### config.mk
export PLATFORM = sky130hd
export DESIGN_NAME = adcc_ctrl
export DESIGN_NICKNAME = d
export VERILOG_FILES = /design/src/core/adcc_pkg.sv /design/src/core/adcc_clkdiv.sv /design/src/core/adcc_ctrl.sv
export VERILOG_INCLUDE_DIRS = /design/src /design/src/core
export SDC_FILE = /design/constraint.sdc
export NUM_CORES = 1
export LEC_CHECK = 0
export BUFFER_PORTS_ARGS = -buffer_cell sky130_fd_sc_hd__buf_2
export CORE_ASPECT_RATIO = 0.75
export CORE_MARGIN = 5
export CORE_UTILIZATION = 46
export DETAILED_ROUTE_END_ITERATION = 10
export PLACE_DENSITY = 0.8
export SYNTH_ARGS = -nofsm -noshare
export SYNTH_HDL_FRONTEND = slang
export SYNTH_SLANG_ARGS = --single-unit
### constraint.sdc
create_clock -name clk -period 3.6 [get_ports clk]
set_clock_uncertainty 0.05 [all_clocks]
set_input_delay 0.36 -clock clk [delete_from_list [all_inputs] [get_ports clk]]
set_output_delay 0.36 -clock clk [all_outputs]
set_load 0.02 [all_outputs]
### src/core/adcc_consts.svh
// register offsets, field positions, reset values and timing counts
`ifndef ADCC_CONSTS_SVH
`define ADCC_CONSTS_SVH
// register byte offsets on the apb bus
`define ADCC_OFS_PINSEL    12'h000
`define ADCC_OFS_CTRL0     12'h004
`define ADCC_OFS_CTRL1     12'h008
`define ADCC_OFS_RESLO     12'h00C
`define ADCC_OFS_RESHI     12'h010
`define ADCC_OFS_INTCTL    12'h014
// first control register fields
`define ADCC_C0_START      7
`define ADCC_C0_PEND       6
`define ADCC_C0_POFF       5
`define ADCC_C0_CHLO       0
// second control register fields
`define ADCC_C1_CHHI       7
`define ADCC_C1_REFS       6
`define ADCC_C1_DIV        0
// interrupt control fields
`define ADCC_IC_GIE        0
`define ADCC_IC_CIE        1
`define ADCC_IC_FLAG       2
// reset values
`define ADCC_RST_PINSEL    8'hFF
`define ADCC_RST_POFF      1'b1
`define ADCC_RST_PEND      1'b1
// conversion length in conversion clock periods
`define ADCC_CONV_PERIODS  5'h10
`define ADCC_RES_BITS      12
`define ADCC_FULL_SCALE    12'hFFF
`endif

### src/core/adcc_pkg.sv
// types shared by the converter control block
package adcc_pkg;
    typedef enum logic [1:0] {ST_IDLE, ST_HELD, ST_CONV} adcc_state_t;
    // controls carried to the analog converter core
    typedef struct packed {
        logic       power_on;
        logic       ref_ext;
        logic [3:0] channel;
        logic       conv_reset;
        logic       conv_clk_en;
    } adcc_core_ctrl_t;
    // effective per-pin configuration
    typedef struct packed {
        logic [7:0] analog_en;
        logic [7:0] dir_input;
        logic [7:0] pullup_on;
        logic [7:0] digital_en;
    } adcc_pin_cfg_t;
endpackage

### src/core/adcc_clkdiv.sv
// conversion clock enable divider
`timescale 1ns/1ps
module adcc_clkdiv
(
    input  wire logic       clk,
    input  wire logic       rst_b,
    input  wire logic       clear,
    input  wire logic [2:0] div_code,
    output logic            tick
);
    import adcc_pkg::*;

    logic [5:0] cnt_reg;
    logic [5:0] cnt_next;
    wire  [5:0] limit;

    // terminal count for a code; undefined code 7 runs as divide by 64
    function automatic logic [5:0] div_limit(input logic [2:0] code);
        logic [6:0] span;
        span = (code == 3'h7) ? 7'h40 : (7'h01 << code);
        return 6'((span - 7'h01));
    endfunction

    // one-cycle enable every divided period
    assign limit    = div_limit(div_code);
    assign tick     = !clear && (cnt_reg >= limit);
    assign cnt_next = (clear || tick) ? 6'h00 : cnt_reg + 6'h01;

    // period counter
    always_ff @(posedge clk or negedge rst_b)
    begin
        if (!rst_b)
            cnt_reg <= 6'h00;
        else
            cnt_reg <= cnt_next;
    end
endmodule

### src/core/adcc_ctrl.sv
// converter control block with apb register access
// Function
// - analog enable routes pin, disables others
// - analog pin drops its pull-high resistor
// - analog enable overrides port direction
// - reference from pin or supply by bit
// - conversion clock is system clock divided
// - power-off bit high switches converter off
// - four-bit channel split across both controls
// - interrupt needs global and converter enables
// - start high then low begins conversion
// - start held high forces flag, resets
// - flag clears at end, results valid
// - end of conversion sets request flag
// - conversion lasts sixteen conversion clock periods
// - reset leaves shared pins as analog inputs
// - result twelve bits, full scale all ones
`timescale 1ns/1ps
`include "adcc_consts.svh"
module adcc_ctrl
#(
    parameter int NPINS = 8
)
(
    input  wire logic                    clk,
    input  wire logic                    rst_b,
    input  wire logic                    psel,
    input  wire logic                    penable,
    input  wire logic                    pwrite,
    input  wire logic [11:0]             paddr,
    input  wire logic [31:0]             pwdata,
    output logic                         pready,
    output logic                         pslverr,
    output logic [31:0]                  prdata,
    input  wire logic [NPINS-1:0]        pin_direction_in,
    input  wire logic [NPINS-1:0]        pin_pullup_req,
    input  wire logic [11:0]             core_result,
    output adcc_pkg::adcc_pin_cfg_t      pin_cfg,
    output adcc_pkg::adcc_core_ctrl_t    core_ctrl,
    output logic                         adc_irq
);
    import adcc_pkg::*;

    // ************************************************************
    // parameter check
    // ************************************************************
    if (NPINS < 1 || NPINS > 8)
        $error("NPINS must lie between 1 and 8");

    // ************************************************************
    // registers and wires
    // ************************************************************
    logic [NPINS-1:0] analog_pin_enable_reg;
    logic             start_reg;
    logic             start_prev_reg;
    logic             pending_reg;
    logic             power_off_reg;
    logic [2:0]       chan_low_reg;
    logic             chan_high_reg;
    logic             ref_sel_reg;
    logic [2:0]       clk_div_reg;
    logic             gie_reg;
    logic             cie_reg;
    logic             irq_flag_reg;
    logic [11:0]      result_reg;
    logic [4:0]       period_cnt_reg;
    logic [31:0]      prdata_reg;
    adcc_state_t      state_reg;
    adcc_state_t      state_next;

    wire        setup_ph;
    wire        wr_acc;
    wire        hit_pinsel;
    wire        hit_ctrl0;
    wire        hit_ctrl1;
    wire        hit_reslo;
    wire        hit_reshi;
    wire        hit_intctl;
    wire        mapped;
    wire        start_fall;
    wire        conv_tick;
    wire        conv_done;
    wire        clr_flag;
    wire [31:0] rd_value;
    wire [7:0]  pin_ana;

    // ************************************************************
    // apb decode
    // ************************************************************
    function automatic logic hit(input logic [11:0] a,
                                 input logic [11:0] ofs);
        return a == ofs;
    endfunction

    assign setup_ph   = psel && !penable;
    assign wr_acc     = psel && penable && pwrite;
    assign hit_pinsel = hit(paddr, `ADCC_OFS_PINSEL);
    assign hit_ctrl0  = hit(paddr, `ADCC_OFS_CTRL0);
    assign hit_ctrl1  = hit(paddr, `ADCC_OFS_CTRL1);
    assign hit_reslo  = hit(paddr, `ADCC_OFS_RESLO);
    assign hit_reshi  = hit(paddr, `ADCC_OFS_RESHI);
    assign hit_intctl = hit(paddr, `ADCC_OFS_INTCTL);
    assign mapped     = hit_pinsel || hit_ctrl0 || hit_ctrl1
                     || hit_reslo || hit_reshi || hit_intctl;

    // access phase always completes in one cycle
    assign pready  = 1'b1;
    assign pslverr = psel && penable && !mapped;
    assign prdata  = prdata_reg;

    // read mux; low byte holds result bits 7..0, high byte bits 11..8
    assign rd_value =
        hit_pinsel ? 32'(analog_pin_enable_reg) :
        hit_ctrl0  ? {24'h000000, start_reg, pending_reg, power_off_reg,
                      2'h0, chan_low_reg} :
        hit_ctrl1  ? {24'h000000, chan_high_reg, ref_sel_reg, 3'h0,
                      clk_div_reg} :
        hit_reslo  ? {24'h000000, result_reg[7:0]} :
        hit_reshi  ? {28'h0000000, result_reg[11:8]} :
        hit_intctl ? {29'h00000000, irq_flag_reg, cie_reg, gie_reg} :
        32'h00000000;

    // read data captured in the setup cycle, shown in the access cycle
    always_ff @(posedge clk or negedge rst_b)
    begin
        if (!rst_b)
            prdata_reg <= 32'h00000000;
        else if (setup_ph)
            prdata_reg <= pwrite ? 32'h00000000 : rd_value;
    end

    // ************************************************************
    // software control registers
    // ************************************************************
    // pin select resets to all-analog
    always_ff @(posedge clk or negedge rst_b)
    begin
        if (!rst_b)
            analog_pin_enable_reg <= NPINS'(`ADCC_RST_PINSEL);
        else if (wr_acc && hit_pinsel)
            analog_pin_enable_reg <= pwdata[NPINS-1:0];
    end

    // first control register; pending flag is hardware owned
    always_ff @(posedge clk or negedge rst_b)
    begin
        if (!rst_b)
        begin
            start_reg     <= 1'b0;
            power_off_reg <= `ADCC_RST_POFF;
            chan_low_reg  <= 3'h0;
        end
        else if (wr_acc && hit_ctrl0)
        begin
            start_reg     <= pwdata[`ADCC_C0_START];
            power_off_reg <= pwdata[`ADCC_C0_POFF];
            chan_low_reg  <= pwdata[`ADCC_C0_CHLO +: 3];
        end
    end

    // second control register
    always_ff @(posedge clk or negedge rst_b)
    begin
        if (!rst_b)
        begin
            chan_high_reg <= 1'b0;
            ref_sel_reg   <= 1'b0;
            clk_div_reg   <= 3'h0;
        end
        else if (wr_acc && hit_ctrl1)
        begin
            chan_high_reg <= pwdata[`ADCC_C1_CHHI];
            ref_sel_reg   <= pwdata[`ADCC_C1_REFS];
            clk_div_reg   <= pwdata[`ADCC_C1_DIV +: 3];
        end
    end

    // interrupt enables; writing 0 to the flag clears it, set wins
    assign clr_flag = wr_acc && hit_intctl && !pwdata[`ADCC_IC_FLAG];
    always_ff @(posedge clk or negedge rst_b)
    begin
        if (!rst_b)
        begin
            gie_reg      <= 1'b0;
            cie_reg      <= 1'b0;
            irq_flag_reg <= 1'b0;
        end
        else
        begin
            if (wr_acc && hit_intctl)
            begin
                gie_reg <= pwdata[`ADCC_IC_GIE];
                cie_reg <= pwdata[`ADCC_IC_CIE];
            end
            if (conv_done)
                irq_flag_reg <= 1'b1;
            else if (clr_flag)
                irq_flag_reg <= 1'b0;
        end
    end

    // both enables gate the request onto the processor line
    assign adc_irq = gie_reg && cie_reg && irq_flag_reg;

    // ************************************************************
    // conversion clock
    // ************************************************************
    // divider restarts at each conversion so periods are whole
    adcc_clkdiv u_div
    (
        .clk      (clk),
        .rst_b    (rst_b),
        .clear    (state_reg != ST_CONV),
        .div_code (clk_div_reg),
        .tick     (conv_tick)
    );

    // ************************************************************
    // start sequence and conversion
    // ************************************************************
    assign start_fall = start_prev_reg && !start_reg;
    assign conv_done  = (state_reg == ST_CONV) && conv_tick
                     && (period_cnt_reg == `ADCC_CONV_PERIODS - 5'h01);

    // state selection; power off aborts everything
    always_comb
    begin
        state_next = state_reg;
        unique case (state_reg)
            ST_IDLE: if (start_reg) state_next = ST_HELD;
            ST_HELD: if (start_fall) state_next = ST_CONV;
            ST_CONV:
            begin
                if (start_reg)
                    state_next = ST_HELD;
                else if (conv_done)
                    state_next = ST_IDLE;
            end
        endcase
        if (power_off_reg)
            state_next = ST_IDLE;
    end

    // state, start history and period count
    always_ff @(posedge clk or negedge rst_b)
    begin
        if (!rst_b)
        begin
            state_reg      <= ST_IDLE;
            start_prev_reg <= 1'b0;
            period_cnt_reg <= 5'h00;
        end
        else
        begin
            state_reg      <= state_next;
            start_prev_reg <= start_reg;
            if (state_reg != ST_CONV)
                period_cnt_reg <= 5'h00;
            else if (conv_tick)
                period_cnt_reg <= period_cnt_reg + 5'h01;
        end
    end

    // pending flag forced while start held, cleared at the end
    always_ff @(posedge clk or negedge rst_b)
    begin
        if (!rst_b)
            pending_reg <= `ADCC_RST_PEND;
        else if (start_reg)
            pending_reg <= 1'b1;
        else if (conv_done)
            pending_reg <= 1'b0;
    end

    // result captured at the end of each conversion
    always_ff @(posedge clk or negedge rst_b)
    begin
        if (!rst_b)
            result_reg <= 12'h000;
        else if (conv_done)
            result_reg <= core_result;
    end

    // ************************************************************
    // outputs to the converter core and the pins
    // ************************************************************
    assign core_ctrl.power_on    = !power_off_reg;
    assign core_ctrl.ref_ext     = ref_sel_reg;
    assign core_ctrl.channel     = {chan_high_reg, chan_low_reg};
    assign core_ctrl.conv_reset  = start_reg || power_off_reg;
    assign core_ctrl.conv_clk_en = conv_tick;

    // analog selection overrides direction, pull-high and functions
    assign pin_ana              = 8'(analog_pin_enable_reg);
    assign pin_cfg.analog_en    = pin_ana;
    assign pin_cfg.digital_en   = ~pin_ana;
    assign pin_cfg.dir_input    = pin_ana | 8'(pin_direction_in);
    assign pin_cfg.pullup_on    = ~pin_ana & 8'(pin_pullup_req);
endmodule

==> results of run 1 <==
==> cell usage in the layout (no fill, tap or decap), types with 2 or more instances in the layout <==
| cell type | synthesis | layout |
|---|---|---|
| ha_1 | 9 | 9 |
| buf_2 | 0 | 102 |
| conb_1 | 2 | 25 |
| buf_4 | 28 | 2 |
| clkbuf_8 | 0 | 5 |
| a222oi_1 | 3 | 3 |
| o22ai_1 | 3 | 3 |
| or2_2 | 10 | 10 |
| and3_1 | 5 | 5 |
| mux4_2 | 2 | 2 |
| xnor2_1 | 2 | 2 |
| xor2_1 | 2 | 2 |
| nand3_1 | 8 | 8 |
| o21ai_0 | 8 | 8 |
| inv_1 | 19 | 19 |
| dfstp_2 | 10 | 10 |
| or3_1 | 5 | 5 |
| a21o_1 | 5 | 5 |
| nor2b_1 | 12 | 12 |
| a21oi_1 | 12 | 12 |
| o31ai_1 | 4 | 4 |
| or4_4 | 2 | 2 |
| nor2_1 | 18 | 18 |
| nand2b_1 | 3 | 3 |
| nand2_1 | 14 | 14 |
| nand4_1 | 3 | 3 |
| mux2_2 | 30 | 30 |
| dfrtp_1 | 46 | 46 |
| nor4_1 | 3 | 3 |
| mux2_4 | 5 | 5 |
==> cell type report <==
type	count	area [um^2]	share of cell area
multi-input combinational	207	1470	0.398
sequential	56	1410	0.383
timing repair buffer	104	526	0.142
tap	84	105	0.0285
clock buffer	6	72.6	0.0196
inverter	19	71.3	0.0193
clock inverter	2	35.0	0.00949
==> synthesized netlist by cell type (all sizes together), types with 2 or more instances <==
cell    instances  share of area
dfrtp          46           0.37
mux2           35           0.13
buf            29          0.071
inv            19          0.023
nor2           19          0.024
nand2          15          0.019
a21oi          12          0.019
nor2b          12          0.024
dfstp          10          0.084
or2            10          0.020
ha              9          0.036
o21ai           9          0.014
nand3           8          0.013
clkbuf          7         0.0084
a21o            5          0.012
and3            5          0.010
or3             5          0.010
nor4            4          0.013
o31ai           4         0.0096
a222oi          3         0.0096
nand2b          3         0.0060
nand4           3         0.0060
o22ai           3         0.0060
or4             3         0.0096
conb            2         0.0024
mux4            2          0.014
xnor2           2         0.0056
xor2            2         0.0056
==> routing by layer <==
layer | GRT usage | vias to the layer above | part of all wire
li1 | - | 1165 | -
met1 | 0.216 | 1155 | 0.41
met2 | 0.273 | 98 | 0.48
met3 | 0.0421 | 7 | 0.096
met4 | 0.0613 | 0 | 0.015
met5 | 0 | - | 0
==> per-stage QoR <==
step | cells | setup WS, ns | total power, mW | utilization | hold WS [ns]
global route | 478 | 0.719 | 1.23 | 0.551 | 0.219
floorplan | 318 | 1.04 | 0.749 | - | 0.0144
global placement | 470 | 1.08 | 0.786 | 0.535 | 0.410
CTS | 478 | 0.849 | 1.19 | 0.551 | 0.191
detailed placement | 470 | 1.03 | 0.790 | 0.535 | 0.415
finish | 478 | 0.871 | 1.18 | 0.551 | 0.167
==> cells by family (layout without fill, tap and decap cells) <==
family	count (synthesis)	in the layout	synth area share
AND/OR/NAND/NOR	91	91	0.163
flip-flops	56	56	0.454
buffers and inverters	55	131	0.102
AO/OA/AOI/OAI	40	40	0.0807
multiplexers	38	38	0.150
adder cells (fa/ha/maj)	9	9	0.0361
XOR/XNOR	4	4	0.0112
other	2	25	0.00241
==> worst min path at each step <==
| stage | from | endpoint | slack (ns) | cells after the start |
|---|---|---|---|---|
| floorplan | rst_b | chan_high_reg | 0.01 | 0 |
| global placement | prdata[0] | prdata[0] | 0.41 | 1 |
| detailed placement | prdata[2] | prdata[2] | 0.41 | 1 |
| CTS | rst_b | period_cnt_reg[2] | 0.19 | 1 |
| global route | core_result[0] | result_reg[0] | 0.22 | 2 |
| finish | rst_b | period_cnt_reg[1] | 0.17 | 1 |
==> report_power, final <==
| group | total (mW) | internal (mW) | switching [mW] | leakage (nW) |
|---|---|---|---|---|
| registers | 0.642 | 0.637 | 0.00495 | 0.713 |
| logic | 0.136 | 0.0492 | 0.0863 | 1.11 |
| clock network | 0.401 | 0.207 | 0.194 | 0.0552 |
==> metrics.txt, run 1 <==
Worst-path clk slew 0.09 ns; Initial Utilization 0.465; fin crit period 2.73 ns; Worst setup startpoint clk_div_reg[1]; CP Depth 7; I/O pin total between 150 and 200; endpoints failing hold 0; fraction of layout cells with a size suffix above 1 0.439; CP Buf/Inv Count 1; Top delay family on crit path simple AND/OR/NAND/NOR gates; die area 0.00854 mm^2; max cap viols 0; port bufs between 100 and 150; Final HPWL DP about 5700 um; Post-Syn Area per Cell 10.6 um^2; first-pass GRT wire length about 11000 um; Slew @ Worst Pin 1.01 ns; fin. max-slew vios 0; CTS tree yes; # clock sinks between 50 and 60; Final Cycle Share 0.758; R2R depth 8; WP data required 3.19 ns; WL final slightly above 7000 um; worst reg2reg setup slack 1.02 ns; initial antenna violation count 0; TritonCTS buffer count 5; post-cts hold buffer count 0; DR DRC count 0; Synth Flop Type dfrtp_1; core footprint between 0.006 and 0.007 mm^2; Die H 81.3 um; Post-Synthesis Cells 295; RD Place Congestion 0.811; HP Class in -> async; Leak Pwr around 1.9 nW; Final ANT Viol Nets 0; reg-to-reg endpoint result_reg[0]; worst vdd ir around 0.18 mV; crit end category primary output; Warnings, synthesis 0; Clk Latency, worst-skew pair between 0.3 and 0.4 ns; Max FO, Critical Path 9; ANT cells 0; Vias/cell 5.07; routed vias roughly 2400; CTS Root Buffer Type clkbuf_8; critical path arrival around 2.3 ns; sequential cell area fraction in the yosys report 0.454; die width about 110 um; DR WL/cell roughly 15 um; setup repair bufs after CTS 0; Slew headroom 0.328; Critical Path Max Stage Delay 0.45 ns; worst setup path endpoint core_ctrl[0]; Pre-Repair DR Iteration Count 4; max reg flops 12; Total Routing Usage GR 0.167; status complete, no violations; area added between synthesis and finish 18.5%; CP Class reg -> out; Filler cells 590; maximum buffer depth of the clock tree 2; Setup TNS 0 ns; Nets 479; Yosys cell types between 40 and 50; Setup Viol. Count Final 0; DP Area approximately 0.0036 mm^2; largest net degree at the start of global routing 47; Reg2Reg Launch Point clk_div_reg[1]; ys async rst share 1.00; pwr/cell area between 300 and 400 mW/mm^2; RSZ-0062 raised after global routing no; Initial DRC Count approximately 120; Cell Rows 26; vias in the first global route between 2000 and 2500; register bit count reported by yosys 56; critical path's slowest cell dfrtp_1; Post-Syn Area 0.00312 mm^2; post_cts resized 0; total gr overflow 0; EDFF count, synth 0; CTS H-tree depth 2; Fmax approximately 0.37 GHz; critical path, cell by cell or3_1 > ha_1 > nand2b_1 > a21oi_1 > o21a_1 > nor3_1 > buf_2; CP Launch Type flip-flop; fin area 0.00369 mm^2
No activity file was read; power rests on OpenSTA's default activity.
==> run 2: changes to the inputs <==
--- a/config.mk
+++ b/config.mk
@@ -9,9 +9,9 @@
 export BUFFER_PORTS_ARGS = -buffer_cell sky130_fd_sc_hd__buf_2
 export CORE_ASPECT_RATIO = 0.75
 export CORE_MARGIN = 5
-export CORE_UTILIZATION = 46
+export CORE_UTILIZATION = 42
 export DETAILED_ROUTE_END_ITERATION = 10
-export PLACE_DENSITY = 0.8
+export PLACE_DENSITY = 0.77
 export SYNTH_ARGS = -nofsm -noshare
 export SYNTH_HDL_FRONTEND = slang
 export SYNTH_SLANG_ARGS = --single-unit
==> constraint.sdc (replaced) <==
create_clock -name clk -period 2.2 [get_ports clk]
set_clock_uncertainty 0.05 [all_clocks]
set_input_delay 0.22 -clock clk [delete_from_list [all_inputs] [get_ports clk]]
set_output_delay 0.22 -clock clk [all_outputs]
set_load 0.02 [all_outputs]
==> metrics.txt, run 2 (same netlist as run 1, synthesis figures left out) <==
status finished, violations left (was complete, no violations); failing checks negative setup slack; crit end category primary output (unchanged); GR Layer Usage met2 0.255 (was 0.273); worst reg2reg setup slack -0.02 ns (was 1.02 ns); reg-to-reg endpoint state_reg[1] (was result_reg[0]); R2R depth 7 (was 8); most frequent cells in the layout buf_2 (101), dfrtp_1 (46), conb_1 (25) (was buf_2 (102), dfrtp_1 (46), mux2_2 (30)); Final ANT Viol Nets 0 (unchanged); CTS H-tree depth 2 (unchanged); critical path arrival 2.05 ns (was 2.32 ns); Max FO, Critical Path 4 (was 9); fin crit period about 2.3 ns; DR DRC count 0 (unchanged); largest net degree at the start of global routing 31 (was 47); Worst-path clk slew 0.11 ns (was 0.09 ns); grt peak-use layer met2 (unchanged); Initial DRC Count 127 (was 115); Fmax around 0.43 GHz; vias in the first global route 2475 (was 2331); Reg2Reg Launch Point clk_div_reg[0] (was clk_div_reg[1]); maximum buffer depth of the clock tree 2 (unchanged); first-pass GRT wire length 11500 um (was 11300 um); max cap viols 0 (unchanged); die area 0.00926 mm^2 (was 0.00854 mm^2); Final Cycle Share 1.05; WP data required 1.93 ns (was 3.19 ns); area added between synthesis and finish 26.5% (was 18.5%); core footprint 0.00730 mm^2 (was 0.00670 mm^2); routed vias 2490 (was 2425); die width 109 um (was 105 um); hold depth 2; port bufs 102 (unchanged); I/O pin total 152 (unchanged); final worst slack -0.119 ns (was 0.871 ns); met3 usage 0.0300 (was 0.0421); most common cell after layout, fill and taps aside buf_2 (unchanged); fraction of layout cells with a size suffix above 1 0.482 (was 0.439); Die H 84.6 um (was 81.3 um); Filler cells 646 (was 590); CTS tree yes (unchanged); Worst Hold Launch pwdata[3]; Slew headroom 0.587 (was 0.328); CTS Root Buffer Type clkbuf_8 (unchanged); Leak Pwr 2.04 nW (was 1.88 nW); Vias/cell 4.87 (was 5.07); WL final 7350 um (was 7110 um); pwr/cell area 471 mW/mm^2 (was 319 mW/mm^2); Clk Latency, worst-skew pair 0.31 ns (about the same); worst vdd ir 0.323 mV (was 0.178 mV); RD Place Congestion 0.829 (was 0.811); fin. max-slew vios 0 (unchanged); Setup Viol. Count Final 15 (was 0); Slew @ Worst Pin 0.619 ns (was 1.01 ns); worst slack, placed -0.0968 ns (was 1.03 ns); max reg flops 12 (unchanged); RSZ-0062 raised after global routing yes (was no); Worst Hold Endpoint analog_pin_enable_reg[3]; Total Routing Usage GR 0.154 (was 0.167); Cell Rows 27 (was 26); # clock sinks 56 (unchanged); Post-Route Utilization 0.540 (was 0.551); TritonCTS buffer count 5 (unchanged); Initial Utilization 0.427 (was 0.465); DR WL/cell 14.4 um (was 14.9 um); total gr overflow 0 (unchanged); Final HPWL DP 5750 um (was 5690 um); CP Launch Type flip-flop (unchanged); HP Class in -> reg (was in -> async); CP Class reg -> out (unchanged); endpoints failing hold 0 (unchanged); Nets 494 (was 479); routing usage on met1 0.209 (was 0.216); initial antenna violation count 1 (was 0); Pre-Repair DR Iteration Count 4 (unchanged)
## run 2: changes by cell type in the layout (fill, tap and decap cells not counted), moves of 3 or more
cell	delta
buf_4	+13
a21oi_1	-3
mux2_2	-12
mux2_4	+12
## run 2: critical path, stage by stage (launching register included)
cell	delay, ns
dfrtp_1	0.40
or3_1	0.37
ha_1	0.28
nand2b_4	0.12
a21oi_4	0.06
o21a_4	0.21
nor3_2	0.12
buf_4	0.17
## run 2: per-layer routing
metal	vias to the layer above	wire [um]
li1	1192	-
met1	1193	3310
met2	98	3450
met3	7	527
met4	0	64
met5	-	0
## run 2: worst max-delay path by stage
stage                              start            end  slack [ns]  cells after the start
after detailed placement  clk_div_reg[2]   state_reg[1]        -0.1                      7
after global routing      clk_div_reg[0]   core_ctrl[0]       -0.20                      7
after CTS                 clk_div_reg[0]   core_ctrl[0]       -0.11                      7
after floorplan           clk_div_reg[1]  result_reg[0]       -0.06                      8
after global placement    clk_div_reg[2]   state_reg[1]       -0.02                      7
final                     clk_div_reg[0]   core_ctrl[0]       -0.12                      7
## run 2: final cells by class
| type | instances | area [um^2] | share of cell area |
|---|---|---|---|
| inverters | 19 | 71.3 | 0.0181 |
| multi-input cells | 207 | 1570 | 0.399 |
| clock buffers | 6 | 72.6 | 0.0184 |
| repair buffers | 119 | 668 | 0.169 |
| flip-flops and latches | 56 | 1410 | 0.359 |
| diodes | 1 | 2.50 | 0.000635 |
| well taps | 101 | 126 | 0.0320 |
| clock inverters | 2 | 16.3 | 0.00412 |
## run 2: power by group
group | internal, mW | total (mW) | switching [mW]
combinational | 0.0913 | 0.234 | 0.143
clock | 0.228 | 0.572 | 0.344
sequential | 1.04 | 1.05 | 0.00810
total | 1.36 | 1.86 | 0.495
## run 2: per-stage QoR
stage,TNS (ns),hold slack (ns),total power [mW],instances,instance area [um^2]
finish,-0.284,0.0842,1.86,511,3940
CTS,-0.369,0.0757,1.86,510,3870
global placement,-0.0345,0.217,1.29,497,3720
global route,-2.90,0.0750,1.93,511,3940
floorplan,-0.493,-0.126,1.23,318,3230
detailed placement,-1.59,0.222,1.30,497,3720
## run 2: timing repair
item | in CTS | in global routing
buffers inserted | 4 | 0
gates resized for setup | 6 | 17
endpoints found under the setup margin | 20 | 23
hold buffers | 1 | 0
pin swaps | 2 | 1
hold endpoints to repair | 22 | 0
